## config.mk

```make
export PLATFORM = sky130hd
export DESIGN_NAME = dpc_dual_counter
export DESIGN_NICKNAME = d
export VERILOG_FILES = /design/src/design/dpc_pkg.sv /design/src/design/dpc_dual_counter.sv /design/src/design/dpc_input_stage.sv
export SDC_FILE = /design/constraint.sdc
export NUM_CORES = 1
export LEC_CHECK = 0
export BUFFER_PORTS_ARGS = -buffer_cell sky130_fd_sc_hd__buf_2
export CORE_MARGIN = 2
export CORE_UTILIZATION = 35
export CTS_CLUSTER_DIAMETER = 40
export DETAILED_ROUTE_END_ITERATION = 16
export GPL_TIMING_DRIVEN = 0
export PLACE_DENSITY = 0.67
export REMOVE_ABC_BUFFERS = 1
export SLEW_MARGIN = 20
export SYNTH_ARGS = -nofsm -noshare
export SYNTH_HDL_FRONTEND = slang
export SYNTH_SLANG_ARGS = --single-unit
```

## constraint.sdc

```tcl
create_clock -name core_clk -period 4.34 [get_ports core_clk]
set_clock_uncertainty 0.05 [all_clocks]
set_input_delay 0.434 -clock core_clk [delete_from_list [all_inputs] [get_ports core_clk]]
set_output_delay 0.434 -clock core_clk [all_outputs]
set_load 0.02 [all_outputs]
```

## src/design/dpc_pkg.sv

```systemverilog
// dual pulse counter package: constants, config and control carriers
// assumes a 50 MHz core clock and a 32 kHz sample tick from outside
package dpc_pkg;

    localparam int          CNT_W          = 16;
    localparam int          WIDE_W         = 32;
    localparam logic [15:0] CNT_MAX        = 16'hFFFF;
    localparam logic [15:0] CNT_ZERO       = 16'h0000;
    localparam logic [31:0] WIDE_ZERO      = 32'h0000_0000;
    localparam int          STATUS_BIT_C0  = 22;
    localparam int          STATUS_BIT_C1  = 23;
    localparam logic        EDGE_RISING    = 1'b0;
    localparam logic        EDGE_FALLING   = 1'b1;
    localparam logic [3:0]  DEB_RUN_ONE    = 4'h1;
    localparam logic [3:0]  DEB_NEED_2     = 4'h2;
    localparam logic [3:0]  DEB_NEED_4     = 4'h4;
    localparam logic [3:0]  DEB_NEED_8     = 4'h8;
    localparam int          CORE_CLK_HZ    = 50_000_000;

    typedef enum logic [1:0] {
        DPC_DEB_NONE = 2'b00,
        DPC_DEB_2    = 2'b01,
        DPC_DEB_4    = 2'b10,
        DPC_DEB_8    = 2'b11
    } dpc_deb_type;

    typedef struct packed {
        logic        edgeSelect;
        dpc_deb_type debounceSampleCode;
        logic        compareIrqEnable;
    } dpc_cfg_type;

    typedef struct packed {
        logic start;
        logic stop;
        logic clear;
    } dpc_ctl_type;

endpackage : dpc_pkg

```

## src/design/dpc_dual_counter.sv

```systemverilog
// dual pulse counter top: two 16-bit counters, chainable to 32 bits
// assumes pins synchronous-safe via input stage, sampleTick from 32 kHz
//
// Overview of operation
// - rising edge if select 0, falling if 1
// - debounce codes 0..3 mean 0,2,4,8 samples
// - chaining makes one 32-bit counter via zero
// - per counter enable gates compare interrupt
// - interrupt when count becomes reference plus one
// - reference kept in sleep; interrupt can wake
// - reference 16 or 32 bits, writable anytime
// - counting wraps to zero past maximum
// - start adds no spurious count
// - stop freezes count, still readable
// - status bits 22 and 23 report reached
// - status bit cleared once reported
// - live 16-bit counts readable undisturbed
// - live 32-bit count and chained flag visible
// - unchained: per counter clear resets own count only
// - chained: separate clear resets whole 32-bit count
// - counter zero pin one, counter one pin eight
// - chained mode uses only counter zero config
// - no debounce counts without slow oscillator
`timescale 1ns/10ps
module dpc_dual_counter (
    input  wire logic                  core_clk,
    input  wire logic                  reset_n,
    input  wire logic                  gpioInputOne,
    input  wire logic                  gpioInputEight,
    input  wire logic                  sampleTick,
    input  wire logic                  chainCounters,
    input  wire dpc_pkg::dpc_cfg_type  cfgZero,
    input  wire dpc_pkg::dpc_cfg_type  cfgOne,
    input  wire dpc_pkg::dpc_ctl_type  ctlZero,
    input  wire dpc_pkg::dpc_ctl_type  ctlOne,
    input  wire logic                  clearWide,
    input  wire logic                  refWriteZero,
    input  wire logic                  refWriteOne,
    input  wire logic [31:0]           compareReference,
    input  wire logic                  statusRead,
    output logic [31:0]                statusWord,
    output logic [15:0]                countZero,
    output logic [15:0]                countOne,
    output logic [31:0]                countWide,
    output logic                       chainedActive,
    output logic                       runningZero,
    output logic                       runningOne,
    output logic                       compareIrq
);
    import dpc_pkg::*;

    logic [31:0] refZero;
    logic [15:0] refOne;
    logic        reachedZero;
    logic        reachedOne;
    logic        edgeZero;
    logic        edgeOne;
    logic        incZero;
    logic        incOne;
    logic        carryIntoOne;
    logic [15:0] next_countZero;
    logic [15:0] next_countOne;
    logic        hitZero;
    logic        hitOne;
    logic [31:0] wideNext;
    logic [31:0] refPlusOne;
    logic [15:0] refOnePlusOne;
    logic        clrZero;
    logic        clrOne;

    // ----------------------------------------
    // input stages
    // ----------------------------------------
    dpc_input_stage u_stageZero (
        .core_clk   (core_clk),
        .reset_n    (reset_n),
        .pinIn      (gpioInputOne),
        .sampleTick (sampleTick),
        .cfg        (cfgZero),
        .countEdge  (edgeZero)
    );

    dpc_input_stage u_stageOne (
        .core_clk   (core_clk),
        .reset_n    (reset_n),
        .pinIn      (gpioInputEight),
        .sampleTick (sampleTick),
        .cfg        (cfgOne),
        .countEdge  (edgeOne)
    );

    // ----------------------------------------
    // count decode
    // ----------------------------------------
    assign chainedActive = chainCounters;
    assign incZero       = runningZero && edgeZero;
    assign carryIntoOne  = incZero && (countZero == CNT_MAX);
    // chained: counter one follows zero's carry, its own pin ignored
    assign incOne        = chainCounters ? carryIntoOne : (runningOne && edgeOne);
    assign next_countZero = countZero + 16'h0001;
    assign next_countOne  = countOne + 16'h0001;
    assign countWide      = {countOne, countZero};
    assign wideNext       = countWide + 32'h0000_0001;
    assign refPlusOne     = refZero + 32'h0000_0001;
    assign refOnePlusOne  = refOne + 16'h0001;
    assign clrZero        = (!chainCounters && ctlZero.clear)
                            || (chainCounters && clearWide);
    assign clrOne         = (!chainCounters && ctlOne.clear)
                            || (chainCounters && clearWide);

    // reached only on the incrementing edge that lands on ref plus one
    assign hitZero = chainCounters ? (incZero && wideNext == refPlusOne)
                                   : (incZero && next_countZero == refPlusOne[15:0]);
    assign hitOne  = !chainCounters && incOne && (next_countOne == refOnePlusOne);

    // ----------------------------------------
    // run control
    // ----------------------------------------
    always_ff @(posedge core_clk or negedge reset_n) begin
        if (!reset_n) begin
            runningZero <= 1'b0;
            runningOne  <= 1'b0;
        end else begin
            if (ctlZero.start)
                runningZero <= 1'b1;
            else if (ctlZero.stop)
                runningZero <= 1'b0;
            if (ctlOne.start)
                runningOne <= 1'b1;
            else if (ctlOne.stop)
                runningOne <= 1'b0;
        end
    end

    // ----------------------------------------
    // counters
    // ----------------------------------------
    // an edge in the same cycle as a start is not counted: the running flag sets one cycle later
    always_ff @(posedge core_clk or negedge reset_n) begin
        if (!reset_n) begin
            countZero <= CNT_ZERO;
            countOne  <= CNT_ZERO;
        end else begin
            if (clrZero)
                countZero <= CNT_ZERO;
            else if (incZero)
                countZero <= next_countZero;
            if (clrOne)
                countOne <= CNT_ZERO;
            else if (incOne)
                countOne <= next_countOne;
        end
    end

    // ----------------------------------------
    // reference
    // ----------------------------------------
    // plain flops, no reset path other than power-on: kept through sleep
    always_ff @(posedge core_clk or negedge reset_n) begin
        if (!reset_n) begin
            refZero <= WIDE_ZERO;
            refOne  <= CNT_ZERO;
        end else begin
            if (refWriteZero)
                refZero <= chainCounters ? compareReference
                                         : {CNT_ZERO, compareReference[15:0]};
            if (refWriteOne)
                refOne <= compareReference[15:0];
        end
    end

    // ----------------------------------------
    // status
    // ----------------------------------------
    // a new hit wins over the read-clear in the same cycle
    always_ff @(posedge core_clk or negedge reset_n) begin
        if (!reset_n) begin
            reachedZero <= 1'b0;
            reachedOne  <= 1'b0;
        end else begin
            if (hitZero)
                reachedZero <= 1'b1;
            else if (statusRead)
                reachedZero <= 1'b0;
            if (hitOne)
                reachedOne <= 1'b1;
            else if (statusRead)
                reachedOne <= 1'b0;
        end
    end

    always_comb begin
        statusWord                = WIDE_ZERO;
        statusWord[STATUS_BIT_C0] = reachedZero;
        statusWord[STATUS_BIT_C1] = reachedOne;
    end

    // level request usable as a wake source while the core sleeps
    assign compareIrq = (reachedZero && cfgZero.compareIrqEnable)
                      || (reachedOne && cfgOne.compareIrqEnable && !chainCounters);

endmodule : dpc_dual_counter

```

## src/design/dpc_input_stage.sv

```systemverilog
// dual pulse counter input stage: synchroniser, debounce, edge pick
// assumes sampleTick is a one-cycle pulse at the slow oscillator rate
`timescale 1ns/10ps
module dpc_input_stage (
    input  wire logic               core_clk,
    input  wire logic               reset_n,
    input  wire logic               pinIn,
    input  wire logic               sampleTick,
    input  wire dpc_pkg::dpc_cfg_type cfg,
    output logic                    countEdge
);
    import dpc_pkg::*;

    logic       syncFirst;
    logic       syncSecond;
    logic       accepted;
    logic       runLevel;
    logic [3:0] runCount;
    logic [3:0] needCount;
    logic       bypass;
    logic       next_accepted;
    logic       sameLevel;

    // ----------------------------------------
    // synchroniser
    // ----------------------------------------
    always_ff @(posedge core_clk or negedge reset_n) begin
        if (!reset_n) begin
            syncFirst  <= 1'b0;
            syncSecond <= 1'b0;
        end else begin
            syncFirst  <= pinIn;
            syncSecond <= syncFirst;
        end
    end

    // ----------------------------------------
    // debounce
    // ----------------------------------------
    assign bypass    = (cfg.debounceSampleCode == DPC_DEB_NONE);
    assign needCount = (cfg.debounceSampleCode == DPC_DEB_2) ? DEB_NEED_2 :
                       (cfg.debounceSampleCode == DPC_DEB_4) ? DEB_NEED_4 : DEB_NEED_8;
    assign sameLevel = (syncSecond == runLevel);
    assign next_accepted = bypass ? syncSecond :
                           (sampleTick && sameLevel && runCount >= needCount - DEB_RUN_ONE)
                           ? syncSecond : accepted;

    always_ff @(posedge core_clk or negedge reset_n) begin
        if (!reset_n) begin
            runLevel <= 1'b0;
            runCount <= 4'h0;
            accepted <= 1'b0;
        end else begin
            accepted <= next_accepted;
            if (sampleTick) begin
                runLevel <= syncSecond;
                if (!sameLevel)
                    runCount <= DEB_RUN_ONE;
                else if (runCount != DEB_NEED_8)
                    runCount <= runCount + DEB_RUN_ONE;
            end
        end
    end

    // ----------------------------------------
    // edge select
    // ----------------------------------------
    assign countEdge = (cfg.edgeSelect == EDGE_RISING) ? (next_accepted && !accepted)
                                                       : (!next_accepted && accepted);

endmodule : dpc_input_stage

```

# After elaboration in Yosys (flattened, before gate mapping)
# Cells that the tools add are included.
[op_classes] addsub=9 n_lt_le_gt_ge=2 n_eq_ne=14 muxes=28 reduce_logical=39
[ops] cell="$add 32x1->32 const B" count=2
[ops] cell="$mux 16" count=4
[ops] cell="$add 16x1->16 const B" count=3
[ops] cell="$eq 16x16->1" count=2
[ops] cell="$eq 32x32->1" count=1
[ops] cell="$mux 32" count=1
[ops] cell="$mux 4" count=8
[ops] cell="$logic_and 1x1->1" count=21
[ops] cell="$eq 16x16->1 const B" count=1
[ops] cell="$mux 1" count=15
[ops] cell="$reduce_bool 2->1" count=6
[ops] cell="$add 4x1->4 const B" count=2
[ops] cell="$ge 4x4->1" count=2
[ops] cell="$ne 4x4->1 const B" count=2
[ops] cell="$sub 4x1->4 const B" count=2
[ops] cell="$logic_not 1->1" count=5
[ops] cell="$eq 2x1->1 const B" count=2
[ops] cell="$eq 2x2->1 const B" count=2
[ops] cell="$logic_not 2->1" count=2
[ops] cell="$ne 2x2->1 const B" count=2
[ops] cell="$reduce_and 2->1" count=2
[ops] cell="$logic_or 1x1->1" count=3
[ops] cell="$eq 1x1->1" count=2
[word_totals] register_bits=100 input_bits=56 elab_cells=110

# Longest topological paths before layout
# Gate-level depths: netlist (run 1).
[depth] depth_word=17 depth_mapped=13 ltp_nobuf=11

# Hierarchy
# Synthesis (run 1) repeated with hierarchy kept, for this count alone.
[hier_totals] cells_unflattened=824 hier_area_um2=7250.7
[modules_own_cells] module="dpc_dual_counter" instances=1 cells_each=724 area_per_inst_um2=6274.8 seq_area_each_um2=2102.0
[modules_own_cells] module="dpc_input_stage" instances=2 cells_each=50 area_per_inst_um2=488.0 seq_area_each_um2=200.2

# Worst setup path after synthesis (run 1)
# No wires, ideal clock.
[synth_path] path_kind="register to register" from="reg countZero[0]" to="reg reachedZero" t_arrival_ps=3026 required_time_ps=4189 setup_slack_ps=1164 path_stages_with_launch=10 synth_period_minus_slack_ps=3176 path_cell_list="dfrtp_1 -> ha_1 -> nand4_1 -> nor4_1 -> nand2_1 -> xnor3_1 -> or4_1 -> a22oi_1 -> a41oi_1 -> o32ai_1"
[synth_via] elab_chain_cells=5
[synth_lines] element="from (decl)" line_no="dpc_dual_counter.sv:42" source="output logic [15:0] countZero,"
[synth_lines] element="from (signal assigned)" line_no="dpc_dual_counter.sv:147" source="countZero <= next_countZero;"
[synth_lines] element="$add 32x1->32 or $add 16x1->16 (tied branches)" line_no="dpc_dual_counter.sv:103, dpc_dual_counter.sv:100"
[synth_lines] element="$eq 32x32->1 or $eq 16x16->1 (tied branches)" line_no="dpc_dual_counter.sv:112, dpc_dual_counter.sv:113"
[synth_lines] element="$logic_and 1x1->1, on equally long branches" line_no="dpc_dual_counter.sv:112, dpc_dual_counter.sv:113"
[synth_lines] element="$mux 1 *" line_no="dpc_dual_counter.sv:112" source="assign hitZero = chainCounters ? (incZero && wideNext == refPlusOne)"
[synth_lines] element="$mux 1 or $reduce_bool 2->1 (tied branches)"
[synth_lines] element="to (signal assigned)" line_no="dpc_dual_counter.sv:178" source="reachedZero <= 1'b0;"
[synth_lines] element="to (signal assigned)" line_no="dpc_dual_counter.sv:182" source="reachedZero <= 1'b1;"
[synth_lines] element="to (signal assigned)" line_no="dpc_dual_counter.sv:184" source="reachedZero <= 1'b0;"
[synth_lines] element="to (decl)" line_no="dpc_dual_counter.sv:54" source="logic reachedZero;"
# Mark *: on every way between the ends. The rest lies on a longest branch, timed or not.
# A chain may end at the register's enable or synchronous reset.

# Worst setup path in the final report (run 1)
# Same ends and word-level chain as after synthesis.

==> results of run 1 <==
area by class of cell:
cell class                      count  area share (%)
Clock inverter                      5           0.744
Sequential cell                   100            31.0
Inverter                           37            1.72
Multi-Input combinational cell    604            50.9
Clock buffer                       11            3.01
Tap cell                          270            4.18
Timing Repair Buffer              129            8.49
report_power, final:
group	leakage [nW]	total (mW)	switching [mW]	internal, mW
Sequential	1.27	1.11	0.108	1.01
Clock	0.146	0.840	0.374	0.465
Combinational	2.23	0.511	0.276	0.235
Total	3.65	2.46	0.758	1.71
state kept, by name, indices dropped and copies added, names as in the netlist, 4 cells and up:
register / count
refZero: 32
refOne: 16
u_stageZero.runCount: 4
countOne: 16
countZero: 16
u_stageOne.runCount: 4
Yosys cell counts, types with 2 or more instances:
| master | n | area [µm²] |
|---|---|---|
| a32o_1 | 3 | 30.0 |
| o21ai_1 | 2 | 10.0 |
| xnor3_1 | 6 | 135 |
| a31oi_1 | 2 | 12.5 |
| nand4_1 | 21 | 131 |
| dfrtp_1 | 100 | 2500 |
| mux2_2 | 34 | 383 |
| nand3_1 | 62 | 310 |
| buf_1 | 4 | 15.0 |
| nor4_1 | 9 | 56.3 |
| o21ai_0 | 56 | 280 |
| a41oi_1 | 2 | 17.5 |
| buf_4 | 65 | 488 |
| and4_1 | 7 | 61.3 |
| nand3b_1 | 3 | 22.5 |
| nor2_1 | 58 | 218 |
| ha_1 | 18 | 225 |
| and3_1 | 19 | 119 |
| inv_1 | 37 | 139 |
| buf_2 | 5 | 25.0 |
| o211ai_1 | 2 | 15.0 |
| xor2_1 | 40 | 350 |
| mux2i_1 | 4 | 40.0 |
| clkbuf_1 | 21 | 78.8 |
| or2_2 | 5 | 31.3 |
| or4_1 | 7 | 52.6 |
| o311ai_0 | 2 | 17.5 |
| o31ai_1 | 14 | 105 |
| a21o_1 | 9 | 67.6 |
| nand2_1 | 53 | 199 |
| nand2b_1 | 3 | 18.8 |
| conb_1 | 2 | 7.51 |
| nor3_1 | 15 | 75.1 |
| xnor2_1 | 81 | 709 |
| a21oi_1 | 13 | 65.1 |
cells by family after synthesis:
family | synth area share [%]
multiplexers | 5.87
AND/OR/NAND/NOR | 19.2
flip-flops | 34.7
adder cells (fa/ha/maj) | 3.12
AO/OA/AOI/OAI | 10.0
XOR/XNOR | 16.6
other | 0.104
buffers and inverters | 10.3
per-stage QoR:
step	hold WS (ns)	total power, mW	TNS [ns]
floorplan	0.0884	1.46	0
global placement	0.283	1.62	-0.0600
detailed placement	0.286	1.65	0
CTS	0.119	2.49	0
global route	0.119	2.61	0
finish	0.126	2.46	0
metal layers:
layer | wire (µm) | share of wire [%]
met5 | 0 | 0
met1 | 8410 | 45
met2 | 8950 | 48
met4 | 313 | 1.7
met3 | 1110 | 5.9
worst max path at each step:
stage                      start           to  slack, ns  depth (start not counted)
floorplan           countZero[0]  reachedZero       1.03                          9
global placement    countZero[0]  reachedZero      -0.06                          9
detailed placement  countZero[0]  reachedZero       0.79                         10
CTS                 countZero[0]  reachedZero       0.78                         10
global route        countZero[0]  reachedZero       0.56                         10
finish              countZero[0]  reachedZero       0.73                         10
cell usage in the layout (no fill, tap or decap), types with 13 or more instances in the layout:
cell type and n:
nor3_1 14, xnor2_1 81, xor2_1 40, buf_2 125, nand3_1 62, a21oi_1 13, ha_1 18, nand2_1 53
nand4_1 21, mux2_2 34, o21ai_0 56, and3_1 19, dfrtp_1 100, o31ai_1 14, nor2_1 58, inv_1 37
conb_1 32
==> summary.txt, run 1 <==
gpl congestion -> 0.911
Initial DRC Count -> 424
DP Worst Slack -> 0.790 ns
Multi-input gate area -> 4110 µm²
Relative slew margins -> 40.5%
Peak supply drop -> 191 µV
max cap viols -> 0
final setup vio count -> 0
ANT cells -> 0
CP Capture Type -> flop
status -> finished clean
achievable clock frequency -> 277 MHz
Worst Path Arrival -> 3.82 ns
sequential fraction of the synthesis area -> 34.7%
Hold Buf Count CTS -> 1
DR vias -> 5956
Max stage delay on crit path -> 0.56 ns
Hold WC Path Type -> in -> reg
worst setup margin -> 0.735 ns
Worst-Margin Slew -> 0.892 ns
Post-Layout Inst Area -> 8070 µm²
Layout Utilization -> 39.9%
worst r2r src -> countZero[0]
FF-to-FF setup slack -> 0.73 ns
Post-synth EDFFs -> 0
Worst Hold Depth -> 1
GR Overflow Total -> 0
TritonCTS clock tree -> yes
largest delay contributor family on the critical path -> simple AND/OR/NAND/NOR gates
Ys Warns -> 0
Die ar. -> 21800 µm²
clock sink total -> 100
dpl cell area -> 7760 µm²
row cnt -> 52
Layout Cells excl Fill -> 1156
clock period minus final worst setup slack -> 3.61 ns
Final Hold Vio Count -> 0
Placed Instances -> 1139
Top Usage Layer GRT -> met2
Die X -> 148 µm
cts bufs inserted -> 9
Pwr Density -> 305 nW/µm²
Filler Cells Inserted -> 2037
Die Y -> 148 µm
Root Driver -> clkbuf_16
initial antenna violation count -> 0
GRT Overall Usage -> 17.5%
Hold EP -> u_stageOne.syncFirst
crit path cell chain -> ha_1 -> nand4_1 -> nor4_2 -> buf_2 -> nand2_1 -> xnor3_1 -> or4_1 -> a22oi_1 -> a41oi_1 -> o32ai_1
Post-Syn Area per Cell -> 8.95 µm²
antenna viol nets, final -> 0
first-pass GRT wire length -> 30.1 mm
vias per inst -> 5.15
vias in the first global route -> 5533
Synth cell types -> 57
LEAKAGE -> 3.65 nW
RSZ-0062 raised after global routing -> false
Slew Limit Fails -> 0
drc violations -> 0
cells on worst reg2reg path -> 10
post_cts resized -> 0
largest net degree at the start of global routing -> 59
clock-pin slew on the worst setup and hold paths -> 0.07 ns
worst reg2reg path endpoint -> reachedZero
crit start category -> flop
Post-Route WL -> 18.8 mm
final worst-path cycle share -> 83.1%
GR Util met2 -> 28.5%
Clock Path Buffers -> 2
Synth Flop Type -> dfrtp_1
Worst Path Max Fanout -> 6
Crit-path slowest cell -> nor4_2
grt met3 use -> 2.35%
Critical Path RT -> 4.55 ns
H-tree depth -> 3
wire length per cell -> 16.2 µm
IO Port Bufs -> 125
total area of sequential cells -> 2500 µm²
Final nets -> 955
postcts setup bufs -> 0
min-delay src -> gpioInputEight
Crit Path Class -> reg -> reg
post-synthesis register bit count -> 100
Mapped Area -> 7210 µm²
GR met1 Demand/Resource -> 24.0%
WP buf/inv -> 1
Skew-Pair Late Insertion Delay -> 0.36 ns
Cells after Synth -> 806
layout cells sized above 1 -> 22.0%
Top Ports -> 156
area grow syn2layout -> 12.0%
initial core utilization -> 35.6%
Final HPWL DP -> 14.4 mm
FFs w/ async S/R, synth -> 100%
Core Region -> 20200 µm²
First-pass DRT Iterations -> 4
Power figures use the tool's default switching activity.
==> run 2, diff against run 1 <==
--- a/config.mk
+++ b/config.mk
@@ -11,7 +11,7 @@
 export CTS_CLUSTER_DIAMETER = 40
 export DETAILED_ROUTE_END_ITERATION = 16
 export GPL_TIMING_DRIVEN = 0
-export PLACE_DENSITY = 0.67
+export PLACE_DENSITY = 0.69
 export REMOVE_ABC_BUFFERS = 1
 export SLEW_MARGIN = 20
 export SYNTH_ARGS = -nofsm -noshare
==> constraint.sdc (replaced) <==
create_clock -name core_clk -period 3 [get_ports core_clk]
set_clock_uncertainty 0.05 [all_clocks]
set_input_delay 0.3 -clock core_clk [delete_from_list [all_inputs] [get_ports core_clk]]
set_output_delay 0.3 -clock core_clk [all_outputs]
set_load 0.02 [all_outputs]
==> run 2 against run 1 <==
- global-route usage shrank 0.088 points
- sequential share of layout area shrank 1.7 points
- combinational power grew 60%
- core utilization is 2.9 points higher
- cell area grew 7.3%
- final cell count rose by 3.9%
- hold slack worse by 0.055 ns
- non-clock buffer count grew 45
- setup slack worse by 0.71 ns
- power up 50%
- die area stayed put
- critical endpoint unchanged
==> summary.txt, run 2 (synthesis results as in run 1) <==
GR Overflow Total -> 0 (unchanged)
status -> finished clean
RSZ-0062 raised after global routing -> true
Hold WC Path Type -> in -> reg
antenna viol nets, final -> 0 (unchanged)
Final HPWL DP -> 14.4 mm (-0.43%)
initial core utilization -> 35.6% (unchanged)
final worst-path cycle share -> 99.2% (+16 points)
Die ar. -> 21800 µm² (unchanged)
Hold WS -> 0.0701 ns (-0.0555 ns)
First-pass DRT Iterations -> 5 (+1)
Layout Cells excl Fill -> 1201 (+3.9%)
Peak supply drop -> 320 µV (+67%)
largest net degree at the start of global routing -> 53 (-10%)
gpl congestion -> 0.900 (-1.2%)
Post-Layout Inst Area -> 8660 µm² (+7.3%)
Pwr Density -> 428 nW/µm² (+40%)
LEAKAGE -> 3.91 nW (+7.2%)
wire length per cell -> 16.2 µm (about the same)
IO Port Bufs -> 125 (unchanged)
commonest non-fill, non-tap cell in the layout -> buf_2
area grow syn2layout -> 20.2%
Slew Limit Fails -> 0 (unchanged)
DR vias -> 6211 (+4.3%)
dpl cell area -> 7760 µm² (about the same)
TritonCTS clock tree -> yes
layout cells sized above 1 -> 31.3% (+9.2 points)
Filler Cells Inserted -> 1960 (-3.8%)
drc violations -> 0 (unchanged)
Clock Path Buffers -> 2 (unchanged)
Relative slew margins -> 36.7% (-3.8 points)
total area of sequential cells -> 2530 µm² (+1.3%)
Crit-path slowest cell -> or4_4
Final Hold Vio Count -> 0 (unchanged)
H-tree depth -> 3 (unchanged)
CP Capture Type -> flop
Initial DRC Count -> 563 (+33%)
Skew-Pair Late Insertion Delay -> 0.36 ns (about the same)
row cnt -> 52 (unchanged)
GRT Overall Usage -> 17.4% (-0.088 points)
ANT cells -> 0 (unchanged)
commonest non-fill, non-tap cells in the layout -> buf_2, xnor2_1, dfrtp_1
final setup vio count -> 0 (unchanged)
DP Worst Slack -> -0.601 ns (-1.39 ns)
Crit Path Class -> reg -> reg
Placed Instances -> 1139 (unchanged)
first-pass GRT wire length -> 29.7 mm (-1.3%)
Worst Path Max Fanout -> 6 (unchanged)
Top Ports -> 156 (unchanged)
crit start category -> flop
Die X -> 148 µm (unchanged)
Core Region -> 20200 µm² (unchanged)
clock sink total -> 100 (unchanged)
Post-Route WL -> 19.5 mm (+3.8%)
Multi-input gate area -> 4310 µm² (+4.9%)
Die Y -> 148 µm (unchanged)
Max stage delay on crit path -> 0.64 ns (+0.08 ns)
Power Total -> 3.71 mW (+50%)
achievable clock frequency -> 336 MHz (+21%)
Worst Path Arrival -> 3.18 ns (-0.64 ns)
clock-pin slew on the worst setup and hold paths -> 0.07 ns (about the same)
Largest register FFs -> 32 (unchanged)
cts bufs inserted -> 9 (unchanged)
Final nets -> 1000 (+4.7%)
Worst-Margin Slew -> 0.946 ns (+0.0538 ns)
vias per inst -> 5.17 (+0.37%)
vias in the first global route -> 5463 (-1.3%)
Root Driver -> clkbuf_16
worst setup margin -> 0.0242 ns (-0.711 ns)
Top reg by flops -> refZero
Critical Path RT -> 3.21 ns (-1.34 ns)
clock period minus final worst setup slack -> 2.98 ns (-0.629 ns)
crit path cell chain -> nand3_4 -> or4_4 -> and4bb_1 -> nor3_1 -> or4b_2 -> o22ai_2 -> a41oi_2 -> o32ai_1
largest delay contributor family on the critical path -> simple AND/OR/NAND/NOR gates
WP buf/inv -> 0 (-1)
initial antenna violation count -> 0 (unchanged)
max cap viols -> 0 (unchanged)
## run 2: cell types whose count changed in the layout (fill, tap and decap cells not counted), moves of 4 or more
| cell | previous run | this run |
|---|---|---|
| buf_4 | 0 | 45 |
| dfrtp_1 | 100 | 74 |
| dfrtp_2 | 0 | 26 |
| nand3_1 | 62 | 57 |
| nor2_1 | 58 | 54 |
| nor2_2 | 0 | 4 |
| nor4_4 | 0 | 4 |
| or4_1 | 7 | 3 |
| or4_4 | 0 | 4 |
## run 2: final timing paths
path | cells after the start | to | start | slack, ns
worst min-delay path | 2 | runningZero | ctlZero[2] | 0.07
min in group asynchronous | 2 | countZero[9] | reset_n | 0.39
worst max register to register | 8 | reachedZero | countZero[5] | 0.02
worst max-delay path | 8 | reachedZero | countZero[5] | 0.02
worst min register to register | 0 | u_stageZero.syncSecond | u_stageZero.syncFirst | 0.30
max in group asynchronous | 3 | countOne[4] | reset_n | 1.87
## run 2: power by group
| part | switching [mW] | internal (mW) |
|---|---|---|
| combinational | 0.435 | 0.382 |
| sequential | 0.152 | 1.46 |
| clock | 0.543 | 0.737 |
## run 2: timing repair
item	CTS	global route
pin swaps	3	11
hold endpoints to repair	50	0
setup buffers	3	40
setup endpoints to repair	17	11
gates resized for setup	28	38
hold buffers	3	0
## run 2: worst register-to-register path: cells and delay by family (launching register included)
kind,cells,cell delay [ns]
AOI/OAI and AO/OA,3,0.58
DFF,1,0.43
and+or+nand+nor,5,1.82
## run 2: cell type report
| cell class | count | area share [%] |
|---|---|---|
| timing repair buffer | 174 | 11.9 |
| sequential | 100 | 29.3 |
| clock buffer | 11 | 2.69 |
| clock inverter | 5 | 0.982 |
| multi-input combinational | 604 | 49.7 |
| inverter | 37 | 1.60 |
| tap | 270 | 3.90 |
## run 2: routing by layer
metal | share of wire (%) | vias to the layer above | global-route usage (%)
met5 | 0 | - | 0
met4 | 1.8 | 0 | 6.11
met3 | 6.0 | 24 | 2.47
met2 | 46 | 223 | 27.2
met1 | 46 | 3016 | 24.7
li1 | - | 2948 | -
## run 2: metrics by stage
step,utilization [%],TNS [ns]
global placement,38.0,-21.33
floorplan,-,-0.406
finish,42.8,0
global route,42.8,-0.0486
CTS,40.7,-0.0521
detailed placement,38.4,-5.20
